==> src/pkg/ctc_pkg.sv <==
// Constants, register map and types of the clock tree controller
// What this block does
// - Root clock picks one of three sources
// - High-speed divider factors 1,2,4,6..16 only
// - Core bus clock is root over 2^n, n<=7
// - Peripheral clock is core over 2^n, n<=3
// - Pass 10 kHz and 150 kHz clocks apart
// - Light sleep halts processor, clocks untouched
// - Deep stop stops external and high-speed sources
// - Deep stop clocks run only if source runs
// - Forced wake switches root to divided high-speed
// - Unforced wake waits for previous source stable
// - External enable takes clock from selected pin
// - External stable flag shows settled external clock
// - High-speed frequency tuned only by its trim
// - High-speed oscillator on after reset; 0 stops it unless it feeds the root
// - High-speed stable flag low until settled again
// - Divider resets to factor 6 (8 MHz)
// - Low-speed clock 32.8 kHz, tuned by trim
// - Low-speed oscillator off after reset; 1 starts
// - Low-speed stable after counted settle cycles
// - Settle select: 6, 18, 66, 258 cycles
// - Low-speed stable flag reflects settled clock
// - Reset selects divided high-speed as root
// - Stable flags clear when a source stops
package ctc_pkg;

  // ****************************************************
  // Register offsets (byte addresses)
  // ****************************************************
  localparam logic [7:0] OFS_CLK_SEL = 8'h00;
  localparam logic [7:0] OFS_OSC_EN = 8'h04;
  localparam logic [7:0] OFS_HS_CTRL = 8'h08;
  localparam logic [7:0] OFS_LS_CTRL = 8'h0C;
  localparam logic [7:0] OFS_EXT_CTRL = 8'h10;
  localparam logic [7:0] OFS_MISC = 8'h14;

  // ****************************************************
  // Field positions
  // ****************************************************
  localparam int SEL_ROOT_LSB = 0;
  localparam int SEL_CORE_LSB = 2;
  localparam int SEL_PERIPH_LSB = 5;
  localparam int EN_HS_BIT = 0;
  localparam int EN_LS_BIT = 1;
  localparam int HS_TRIM_LSB = 0;
  localparam int HS_DIV_LSB = 12;
  localparam int HS_STABLE_BIT = 16;
  localparam int LS_TRIM_LSB = 0;
  localparam int LS_WAIT_LSB = 10;
  localparam int LS_STABLE_BIT = 12;
  localparam int EXT_EN_BIT = 0;
  localparam int EXT_PIN_BIT = 1;
  localparam int EXT_STABLE_BIT = 2;
  localparam int MISC_WAKE_BIT = 0;

  // ****************************************************
  // Widths and reset values
  // ****************************************************
  localparam int HS_TRIM_W = 11;
  localparam int LS_TRIM_W = 10;
  localparam logic [1:0] ROOT_HSDIV = 2'h0;
  localparam logic [1:0] ROOT_LS = 2'h1;
  localparam logic [1:0] ROOT_EXT = 2'h2;
  localparam logic [3:0] HS_DIV_RST = 4'h3;
  localparam logic [3:0] HS_DIV_MAX = 4'h8;
  localparam logic [HS_TRIM_W-1:0] HS_TRIM_RST = 11'h400;
  localparam logic [LS_TRIM_W-1:0] LS_TRIM_RST = 10'h200;

  // ****************************************************
  // Nominal frequencies and settle counts
  // ****************************************************
  localparam int HS_NOMINAL_KHZ = 48000;
  localparam int HSDIV_RESET_KHZ = 8000;
  localparam real LS_NOMINAL_KHZ = 32.8;
  localparam logic [8:0] HS_SETTLE_CYC = 9'h010;
  localparam logic [8:0] EXT_SETTLE_CYC = 9'h010;
  localparam logic [8:0] LS_SETTLE_0 = 9'h006;
  localparam logic [8:0] LS_SETTLE_1 = 9'h012;
  localparam logic [8:0] LS_SETTLE_2 = 9'h042;
  localparam logic [8:0] LS_SETTLE_3 = 9'h102;

  typedef enum logic [1:0] {
    MODE_ACTIVE = 2'b00,
    MODE_LIGHT = 2'b01,
    MODE_DEEP = 2'b10,
    MODE_WAKE = 2'b11
  } ctc_mode_type;

  // Divider code to half period in oscillator edges; 0 means bypass
  function automatic logic [3:0] ctc_div_half(input logic [3:0] code);
    logic [3:0] h;
    h = 4'h0;
    unique case (code)
      4'h0: h = 4'h0;
      4'h1: h = 4'h1;
      4'h2: h = 4'h2;
      4'h3: h = 4'h3;
      4'h4: h = 4'h4;
      4'h5: h = 4'h5;
      4'h6: h = 4'h6;
      4'h7: h = 4'h7;
      4'h8: h = 4'h8;
      default: h = 4'h0;
    endcase
    return h;
  endfunction

  function automatic logic [8:0] ctc_ls_settle(input logic [1:0] sel);
    logic [8:0] n;
    n = LS_SETTLE_0;
    unique case (sel)
      2'h0: n = LS_SETTLE_0;
      2'h1: n = LS_SETTLE_1;
      2'h2: n = LS_SETTLE_2;
      2'h3: n = LS_SETTLE_3;
    endcase
    return n;
  endfunction

endpackage

==> src/logic/ctc_settle_det.sv <==
// Counts source edges after enable and flags the source stable
`timescale 1ns/1ns
module ctc_settle_det (
  // Clock and reset
  input wire logic ref_clk,
  input wire logic rst,
  // Source
  input wire logic enable,
  input wire logic edge_seen,
  input wire logic [8:0] target,
  // Status
  output logic stable
);
  logic [8:0] cnt_r;
  logic stable_r;

  always_ff @(posedge ref_clk) begin
    if (rst || !enable) begin
      cnt_r <= 9'h000;
      stable_r <= 1'b0;
    end else if (edge_seen && !stable_r) begin
      cnt_r <= cnt_r + 9'h001;
      if (cnt_r + 9'h001 >= target) begin
        stable_r <= 1'b1;
      end
    end
  end

  assign stable = stable_r;
endmodule // ctc_settle_det

==> src/logic/ctc_clock_tree.sv <==
// Clock tree controller: source select, dividers, settle flags, low-power modes
`timescale 1ns/1ns
module ctc_clock_tree
  import ctc_pkg::*;
(
  // Clock and reset
  input wire logic ref_clk,
  input wire logic rst,
  // Register port
  input wire logic [7:0] reg_addr,
  input wire logic [31:0] reg_wdata,
  input wire logic reg_wr,
  input wire logic reg_rd,
  output logic [31:0] reg_rdata,
  // Oscillator and pin clock levels
  input wire logic hs_osc_in,
  input wire logic ls_osc_in,
  input wire logic ext_pin0_in,
  input wire logic ext_pin1_in,
  input wire logic slow_10k_in,
  input wire logic filter_150k_in,
  // Power mode requests
  input wire logic sleep_enter,
  input wire logic deep_enter,
  input wire logic wake_event,
  // Oscillator control
  output logic hs_osc_run,
  output logic [ctc_pkg::HS_TRIM_W-1:0] hs_trim,
  output logic ls_osc_run,
  output logic [ctc_pkg::LS_TRIM_W-1:0] ls_trim,
  output logic ext_pin_sel,
  // Clocks out
  output logic root_clk,
  output logic core_clk,
  output logic periph_clk,
  output logic slow_10k_clk,
  output logic filter_150k_clk,
  // Processor control
  output logic cpu_halt
);
  import ctc_pkg::*;

  // ****************************************************
  // Software visible state
  // ****************************************************
  logic [1:0] root_sel_r;
  logic [2:0] core_pre_r;
  logic [1:0] periph_pre_r;
  logic hs_en_r, ls_en_r, ext_en_r, ext_pin_r, wake_force_r;
  logic [3:0] hs_div_r;
  logic [HS_TRIM_W-1:0] hs_trim_r;
  logic [LS_TRIM_W-1:0] ls_trim_r;
  logic [1:0] ls_wait_r;
  logic [31:0] rdata_r;
  ctc_mode_type mode_r;
  logic hs_stable, ls_stable, ext_stable;
  logic wake_take;
  logic deep;

  assign deep = (mode_r == MODE_DEEP);
  assign wake_take = deep && wake_event;

  always_ff @(posedge ref_clk) begin
    if (rst) begin
      root_sel_r <= ROOT_HSDIV;
      core_pre_r <= 3'h0;
      periph_pre_r <= 2'h0;
      hs_en_r <= 1'b1;
      ls_en_r <= 1'b0;
      ext_en_r <= 1'b0;
      ext_pin_r <= 1'b0;
      wake_force_r <= 1'b0;
      hs_div_r <= HS_DIV_RST;
      hs_trim_r <= HS_TRIM_RST;
      ls_trim_r <= LS_TRIM_RST;
      ls_wait_r <= 2'h0;
    end else if (wake_take && wake_force_r) begin
      root_sel_r <= ROOT_HSDIV;
    end else if (reg_wr) begin
      unique case (reg_addr)
        OFS_CLK_SEL: begin
          // Code 3 names no source and is ignored
          if (reg_wdata[SEL_ROOT_LSB+:2] != 2'h3) begin
            root_sel_r <= reg_wdata[SEL_ROOT_LSB+:2];
          end
          core_pre_r <= reg_wdata[SEL_CORE_LSB+:3];
          periph_pre_r <= reg_wdata[SEL_PERIPH_LSB+:2];
        end
        OFS_OSC_EN: begin
          hs_en_r <= reg_wdata[EN_HS_BIT];
          ls_en_r <= reg_wdata[EN_LS_BIT];
        end
        OFS_HS_CTRL: begin
          hs_trim_r <= reg_wdata[HS_TRIM_LSB+:HS_TRIM_W];
          // Only the nine legal factors are accepted
          if (reg_wdata[HS_DIV_LSB+:4] <= HS_DIV_MAX) begin
            hs_div_r <= reg_wdata[HS_DIV_LSB+:4];
          end
        end
        OFS_LS_CTRL: begin
          ls_trim_r <= reg_wdata[LS_TRIM_LSB+:LS_TRIM_W];
          ls_wait_r <= reg_wdata[LS_WAIT_LSB+:2];
        end
        OFS_EXT_CTRL: begin
          ext_en_r <= reg_wdata[EXT_EN_BIT];
          ext_pin_r <= reg_wdata[EXT_PIN_BIT];
        end
        OFS_MISC: begin
          wake_force_r <= reg_wdata[MISC_WAKE_BIT];
        end
        default: begin
        end
      endcase
    end
  end

  // ****************************************************
  // Register read, data valid the cycle after the strobe
  // ****************************************************
  always_ff @(posedge ref_clk) begin
    if (rst) begin
      rdata_r <= 32'h0000_0000;
    end else if (reg_rd) begin
      rdata_r <= 32'h0000_0000;
      unique case (reg_addr)
        OFS_CLK_SEL: begin
          rdata_r[SEL_ROOT_LSB+:2] <= root_sel_r;
          rdata_r[SEL_CORE_LSB+:3] <= core_pre_r;
          rdata_r[SEL_PERIPH_LSB+:2] <= periph_pre_r;
        end
        OFS_OSC_EN: begin
          rdata_r[EN_HS_BIT] <= hs_en_r;
          rdata_r[EN_LS_BIT] <= ls_en_r;
        end
        OFS_HS_CTRL: begin
          rdata_r[HS_TRIM_LSB+:HS_TRIM_W] <= hs_trim_r;
          rdata_r[HS_DIV_LSB+:4] <= hs_div_r;
          rdata_r[HS_STABLE_BIT] <= hs_stable;
        end
        OFS_LS_CTRL: begin
          rdata_r[LS_TRIM_LSB+:LS_TRIM_W] <= ls_trim_r;
          rdata_r[LS_WAIT_LSB+:2] <= ls_wait_r;
          rdata_r[LS_STABLE_BIT] <= ls_stable;
        end
        OFS_EXT_CTRL: begin
          rdata_r[EXT_EN_BIT] <= ext_en_r;
          rdata_r[EXT_PIN_BIT] <= ext_pin_r;
          rdata_r[EXT_STABLE_BIT] <= ext_stable;
        end
        OFS_MISC: begin
          rdata_r[MISC_WAKE_BIT] <= wake_force_r;
        end
        default: begin
        end
      endcase
    end
  end

  // ****************************************************
  // Power mode sequencing
  // ****************************************************
  logic sel_stable;

  always_comb begin
    unique case (root_sel_r)
      ROOT_LS: sel_stable = ls_stable;
      ROOT_EXT: sel_stable = ext_stable;
      default: sel_stable = hs_stable;
    endcase
  end

  always_ff @(posedge ref_clk) begin
    if (rst) begin
      mode_r <= MODE_ACTIVE;
    end else begin
      unique case (mode_r)
        MODE_ACTIVE: begin
          if (deep_enter) begin
            mode_r <= MODE_DEEP;
          end else if (sleep_enter) begin
            mode_r <= MODE_LIGHT;
          end
        end
        MODE_LIGHT: begin
          if (wake_event) begin
            mode_r <= MODE_ACTIVE;
          end
        end
        MODE_DEEP: begin
          if (wake_event) begin
            mode_r <= wake_force_r ? MODE_ACTIVE : MODE_WAKE;
          end
        end
        MODE_WAKE: begin
          if (sel_stable) begin
            mode_r <= MODE_ACTIVE;
          end
        end
      endcase
    end
  end

  // ****************************************************
  // Oscillator enables and stability
  // ****************************************************
  // The high-speed or low-speed source feeding the root cannot be stopped by its enable bit
  logic hs_run, ls_run, ext_run;
  logic hs_prev_r, ls_prev_r, ext_prev_r;
  logic ext_lvl;

  assign hs_run = (hs_en_r || root_sel_r == ROOT_HSDIV) && !deep;
  assign ls_run = ls_en_r || root_sel_r == ROOT_LS;
  assign ext_run = ext_en_r && !deep;
  assign ext_lvl = ext_run && (ext_pin_r ? ext_pin1_in : ext_pin0_in);

  always_ff @(posedge ref_clk) begin
    if (rst) begin
      hs_prev_r <= 1'b0;
      ls_prev_r <= 1'b0;
      ext_prev_r <= 1'b0;
    end else begin
      hs_prev_r <= hs_osc_in;
      ls_prev_r <= ls_osc_in;
      ext_prev_r <= ext_lvl;
    end
  end

  ctc_settle_det u_hs_settle (
    .ref_clk(ref_clk),
    .rst(rst),
    .enable(hs_run),
    .edge_seen(hs_osc_in && !hs_prev_r),
    .target(HS_SETTLE_CYC),
    .stable(hs_stable)
  );

  ctc_settle_det u_ls_settle (
    .ref_clk(ref_clk),
    .rst(rst),
    .enable(ls_run),
    .edge_seen(ls_osc_in && !ls_prev_r),
    .target(ctc_ls_settle(ls_wait_r)),
    .stable(ls_stable)
  );

  ctc_settle_det u_ext_settle (
    .ref_clk(ref_clk),
    .rst(rst),
    .enable(ext_run),
    .edge_seen(ext_lvl && !ext_prev_r),
    .target(EXT_SETTLE_CYC),
    .stable(ext_stable)
  );

  // ****************************************************
  // High-speed divider
  // ****************************************************
  // A new factor is taken only at a low phase boundary
  logic [3:0] hs_div_act_r;
  logic [3:0] hs_cnt_r;
  logic hsdiv_r;
  logic [3:0] hs_half;

  assign hs_half = ctc_div_half(hs_div_act_r);

  always_ff @(posedge ref_clk) begin
    if (rst) begin
      hs_div_act_r <= HS_DIV_RST;
      hs_cnt_r <= 4'h0;
      hsdiv_r <= 1'b0;
    end else if (!hs_run) begin
      hs_cnt_r <= 4'h0;
      hsdiv_r <= 1'b0;
      hs_div_act_r <= hs_div_r;
    end else if (hs_half == 4'h0) begin
      hsdiv_r <= hs_osc_in;
      if (!hs_osc_in) begin
        hs_div_act_r <= hs_div_r;
      end
    end else if (hs_osc_in && !hs_prev_r) begin
      if (hs_cnt_r == hs_half - 4'h1) begin
        hs_cnt_r <= 4'h0;
        hsdiv_r <= !hsdiv_r;
        if (hsdiv_r) begin
          hs_div_act_r <= hs_div_r;
        end
      end else begin
        hs_cnt_r <= hs_cnt_r + 4'h1;
      end
    end
  end

  // ****************************************************
  // Root selection
  // ****************************************************
  logic [1:0] cur_src_r;
  logic root_clk_r;
  logic cur_lvl, new_lvl;

  function automatic logic src_level(input logic [1:0] s, input logic hsd, input logic ls_r, input logic ls_l,
                                     input logic ex);
    logic v;
    v = 1'b0;
    unique case (s)
      ROOT_LS: v = ls_r && ls_l;
      ROOT_EXT: v = ex;
      default: v = hsd;
    endcase
    return v;
  endfunction

  // Stopped sources read as low, so root stops with them in deep stop
  assign cur_lvl = src_level(cur_src_r, hsdiv_r, ls_run, ls_osc_in, ext_lvl);
  assign new_lvl = src_level(root_sel_r, hsdiv_r, ls_run, ls_osc_in, ext_lvl);

  always_ff @(posedge ref_clk) begin
    if (rst) begin
      cur_src_r <= ROOT_HSDIV;
      root_clk_r <= 1'b0;
    end else begin
      root_clk_r <= cur_lvl;
      if (cur_src_r != root_sel_r && !cur_lvl && !new_lvl) begin
        cur_src_r <= root_sel_r;
      end
    end
  end

  // ****************************************************
  // Bus prescalers
  // ****************************************************
  logic [2:0] core_n_r;
  logic [6:0] core_cnt_r;
  logic core_clk_r;
  logic [6:0] core_lim;
  logic root_rise;

  assign root_rise = cur_lvl && !root_clk_r;
  assign core_lim = 7'(7'h01 << (core_n_r - 3'h1));

  always_ff @(posedge ref_clk) begin
    if (rst) begin
      core_n_r <= 3'h0;
      core_cnt_r <= 7'h00;
      core_clk_r <= 1'b0;
    end else begin
      if (core_n_r == 3'h0) begin
        core_clk_r <= cur_lvl;
      end else if (root_rise) begin
        if (core_cnt_r == core_lim - 7'h01) begin
          core_cnt_r <= 7'h00;
          core_clk_r <= !core_clk_r;
        end else begin
          core_cnt_r <= core_cnt_r + 7'h01;
        end
      end
      if (core_n_r != core_pre_r && core_cnt_r == 7'h00 && !core_clk_r && !cur_lvl) begin
        core_n_r <= core_pre_r;
      end
    end
  end

  logic [1:0] per_n_r;
  logic [1:0] per_cnt_r;
  logic periph_clk_r;
  logic [1:0] per_lim;
  logic core_nxt, core_rise;

  // Next core level, so the peripheral stage sees the same edge
  always_comb begin
    core_nxt = core_clk_r;
    if (core_n_r == 3'h0) begin
      core_nxt = cur_lvl;
    end else if (root_rise && core_cnt_r == core_lim - 7'h01) begin
      core_nxt = !core_clk_r;
    end
  end

  assign core_rise = core_nxt && !core_clk_r;
  assign per_lim = 2'(3'h1 << (per_n_r - 2'h1));

  always_ff @(posedge ref_clk) begin
    if (rst) begin
      per_n_r <= 2'h0;
      per_cnt_r <= 2'h0;
      periph_clk_r <= 1'b0;
    end else begin
      if (per_n_r == 2'h0) begin
        periph_clk_r <= core_nxt;
      end else if (core_rise) begin
        if (per_cnt_r == per_lim - 2'h1) begin
          per_cnt_r <= 2'h0;
          periph_clk_r <= !periph_clk_r;
        end else begin
          per_cnt_r <= per_cnt_r + 2'h1;
        end
      end
      if (per_n_r != periph_pre_r && per_cnt_r == 2'h0 && !periph_clk_r && !core_nxt) begin
        per_n_r <= periph_pre_r;
      end
    end
  end

  // ****************************************************
  // Registered outputs
  // ****************************************************
  logic hs_run_r, ls_run_r, ext_pin_out_r, slow_r, filt_r, halt_r;

  always_ff @(posedge ref_clk) begin
    if (rst) begin
      hs_run_r <= 1'b1;
      ls_run_r <= 1'b0;
      ext_pin_out_r <= 1'b0;
      slow_r <= 1'b0;
      filt_r <= 1'b0;
      halt_r <= 1'b0;
    end else begin
      hs_run_r <= hs_run;
      ls_run_r <= ls_run;
      ext_pin_out_r <= ext_pin_r;
      // Low-speed dedicated clocks ignore every mode change
      slow_r <= slow_10k_in;
      filt_r <= filter_150k_in;
      halt_r <= (mode_r != MODE_ACTIVE) || deep_enter || sleep_enter;
    end
  end

  assign reg_rdata = rdata_r;
  assign hs_osc_run = hs_run_r;
  assign hs_trim = hs_trim_r;
  assign ls_osc_run = ls_run_r;
  assign ls_trim = ls_trim_r;
  assign ext_pin_sel = ext_pin_out_r;
  assign root_clk = root_clk_r;
  assign core_clk = core_clk_r;
  assign periph_clk = periph_clk_r;
  assign slow_10k_clk = slow_r;
  assign filter_150k_clk = filt_r;
  assign cpu_halt = halt_r;
endmodule // ctc_clock_tree

==> config.mk <==
export PLATFORM = sky130hd
export DESIGN_NAME = ctc_clock_tree
export DESIGN_NICKNAME = d
export VERILOG_FILES = /design/src/pkg/ctc_pkg.sv /design/src/logic/ctc_settle_det.sv /design/src/logic/ctc_clock_tree.sv
export SDC_FILE = /design/constraint.sdc
export NUM_CORES = 1
export LEC_CHECK = 0
export BUFFER_PORTS_ARGS = -buffer_cell sky130_fd_sc_hd__buf_2
export CORE_AREA = 2 2 137 139
export CTS_CLUSTER_DIAMETER = 80
export CTS_CLUSTER_SIZE = 25
export DETAILED_ROUTE_END_ITERATION = 6
export DIE_AREA = 0 0 139 141
export GPL_TIMING_DRIVEN = 0
export HOLD_SLACK_MARGIN = 0.15
export SYNTH_ARGS = -nofsm -noshare
export SYNTH_HDL_FRONTEND = slang
export SYNTH_HIERARCHICAL = 1
export SYNTH_SLANG_ARGS = --single-unit
export TNS_END_PERCENT = 50
==> constraint.sdc <==
create_clock -name ref_clk -period 3.27 [get_ports ref_clk]
set_input_delay 0.1635 -clock ref_clk [delete_from_list [all_inputs] [get_ports ref_clk]]
set_output_delay 0.1635 -clock ref_clk [all_outputs]
set_load 0.01 [all_outputs]
==> reports/metrics.cfg <==
[clocking]
clkTransAtPathRegs_ns = 0.06
h-tree-depth = 4
cts_buffers = 17
clk_latency_ns = 0.43
cts_buffer_depth = 2
root_buffer = clkbuf_16
tritoncts = yes
cts.sinks = 129

[route]
drt-wirelength-per-cell_um = 13.84
dr.pass1.iters = 4
wl_mm = 17.70
vias_per_cell = 4.928
drc_errors = 0
drt_iter0_markers = 305
drtAntennaViolNets = 0
num_vias = 6303

[logic_synthesis]
synth_top_area_share = 0.3627
ys_ff_latch = 129
seq_area_frac_synth = 0.3627
synth_ff_type = dfxtp_1
yosys_warnings = 6
syn-cell-area_um2 = 7119
synth_edf_count = 0
syn_avg_cell_area_um2 = 8.193
synth_common_cells = 129 x dfxtp_1, 112 x nand2_1, 109 x nor2_1
synth_most_common_cell = dfxtp_1
yosys-top-cells-area = dfxtp_1 36%, ha_1 7.6%, nand2_1 5.9%
synth_cell_types = 68
yosysTopAreaCell = dfxtp_1
async_flop_share = 0
synth_cells = 869

[cells_and_area]
areaGrowthSynthToFinish_pct = 24.55
n_antenna_cell = 0
final_core_util = 0.4854
fin_area_um2 = 8867
finalNonFillerCells = 1279
drive_gt1_frac = 0.1694
nets = 1129

[outcome]
status = finished clean

[power]
power_frac_clock = 0.508
pwr-share-seq = 0.422
p_sw_frac = 0.2469
p_per_area_nw_per_um2 = 425.9
p_int_mw = 2.844
switching_power_uw = 932.4
vdd_drop_max_mv = 0.4003
pwr-share-comb = 0.070
totalPowerFinal_mw = 3.777
p_leak_nw = 3.658

[sta]
period_minus_slack_ns = 3.137
fin_crit_sh = 0.9593
setup_viol = 0
hold_viol_final = 0
fmax_ghz = 0.3188
tightest_slew_ns = 0.9659
finalMaxSlewViolations = 0
finClkSkew_ns = 0.008140
slew_headroom = 0.3502
rsz0062_at_grt = no

[place]
place_congestion = 0.8045
post_dp_cell_area_um2 = 7963
dp_hpwl_mm = 13.07
post-place-cells = 1222
port_buffers = 83

[global_routing]
grt_pass1_vias = 5834
antenna_found_initial = 0
busiest_layer = met2
met3_usage = 0.04110
grtUsageMet2 = 0.2961
grt_usage = 0.1828
grt_max_degree = 17
grt_overflow = 0
use_met1 = 0.2445
grt_first_pass_wirelength_mm = 29.17

[die]
dieArea_um2 = 19600
rows = 50
io_pins = 115
die_y_um = 141
core_um2 = 18270
start_util = 0.3897
die_x_um = 139

[critical_path]
worst-path-max-fanout = 6
worst_ep_arrival_time_ns = 3.47
cp-endpoint = per_cnt_r[1]
rrSetupSlack_ns = 0.13
r2r-start = core_n_r[2]
r2r_cells = 9
cp.required_ns = 3.61
crit_type = reg -> reg
worstReg2RegEnd = per_cnt_r[1]
cp-startpoint = core_n_r[2]
critPathLaunchType = flip-flop
crit_path_end_kind = flip-flop

[flow_run]
max_cap_violations = 0

[hold_path]
timing.hold.worst.class = in -> reg

==> worst max-delay path: stages, from the launching register on <==
cell	delay (ns)
dfxtp_4	0.36
or3b_4	0.41
ha_4	0.18
xnor2_1	0.13
and4_1	0.21
or4b_4	0.53
a211oi_4	0.33
a21oi_2	0.12
or4_4	0.53
a221oi_2	0.25
==> power groups by stage <==
stage / clock network (mW) / logic, mW / registers (mW)
after floorplan: 0 / 0.155 / 1.63
after global placement: 0 / 0.240 / 1.63
after detailed placement: 0 / 0.241 / 1.63
after CTS: 1.95 / 0.263 / 1.60
after global routing: 2.02 / 0.295 / 1.60
final: 1.92 / 0.263 / 1.60
==> placed cells by master, fill, tap and decap left out, types with 8 or more instances in the layout <==
cell type,instances
nand3_1,25
ha_1,42
xnor2_1,34
a22oi_1,12
buf_2,86
dfxtp_1,127
nand2b_1,11
mux2i_1,29
buf_4,21
dlygate4sd3_1,23
a21oi_1,63
nand2_1,112
xor2_1,24
o21ai_0,19
nor3_1,19
nor2b_1,17
nand4_1,8
clkbuf_16,17
inv_1,47
nor2_1,109
clkbuf_1,26
conb_1,38
or3_1,14
==> state kept, by name (all words and copies together) (netlist names), 2 cells and up <==
| register | flops |
|---|---|
| hs_cnt_r | 4 |
| u_hs_settle/cnt_r | 9 |
| periph_pre_r | 2 |
| u_ls_settle/cnt_r | 9 |
| core_pre_r | 3 |
| per_cnt_r | 2 |
| ls_wait_r | 2 |
| cur_src_r | 2 |
| ls_trim | 10 |
| mode_r | 2 |
| u_ext_settle/cnt_r | 9 |
| root_sel_r | 2 |
| hs_div_act_r | 4 |
| reg_rdata | 17 |
| hs_div_r | 4 |
| hs_trim | 11 |
| per_n_r | 2 |
| core_cnt_r | 7 |
| hs_half | 4 |
| core_n_r | 3 |
==> final cells by class <==
cell class              count  area, um2
clock inverters            13      152.6
well taps                 234      292.8
clock buffers              18      439.2
repair buffers            110      675.6
flip-flops and latches    129       2590
multi-input cells         678       4278
plain buffers              49      259.0
inverters                  48      180.2
fillers                  1845       9400
==> metrics by stage <==
stage | worst slack, ns | setup TNS, ns | hold WS [ns]
floorplan | 0.09686 | 0 | 0.2764
global placement | -0.3347 | -0.9429 | 0.3713
detailed placement | -0.2990 | -0.8230 | 0.3815
CTS | 0.02545 | 0 | 0.1534
global route | 0.02550 | 0 | 0.2277
finish | 0.1332 | 0 | 0.1691
==> per-layer routing <==
layer  wire, um  up-vias
li1           -     3247
met1       8574     2890
met2       8078      146
met3        829       20
met4        220        0
met5          0        -
==> how the worst min path moves through the flow <==
stage / start / to / slack (ns) / cells after the start
floorplan: rst / hs_div_act_r[3] / 0.28 / 1
global placement: slow_10k_in / slow_10k_clk / 0.37 / 2
finish: wake_event / mode_r[0] / 0.17 / 5
detailed placement: slow_10k_in / slow_10k_clk / 0.38 / 2
CTS: wake_event / mode_r[0] / 0.15 / 5
global route: ext_pin1_in / ext_prev_r / 0.23 / 4
==> kinds of logic after synthesis <==
logic type / after synthesis / synth area share
xor gates and xnor gates: 58 / 0.07135
adders and majority gates: 43 / 0.07557
other: 2 / 0.001055
DFF: 129 / 0.3627
AOI/OAI and AO/OA: 136 / 0.1202
and+or+nand+nor: 365 / 0.2520
buffers and inverters: 98 / 0.06046
muxes: 38 / 0.05659
==> what timing repair did <==
action / in CTS / in global routing
setup buffers: 2 / 2
setup endpoints to repair: 4 / 4
gates resized for setup: 6 / 14
endpoints found under the hold margin: 47 / 0
hold buffers: 23 / 0
pin swaps: 2 / 4
No activity file was read; power rests on OpenSTA's default activity.
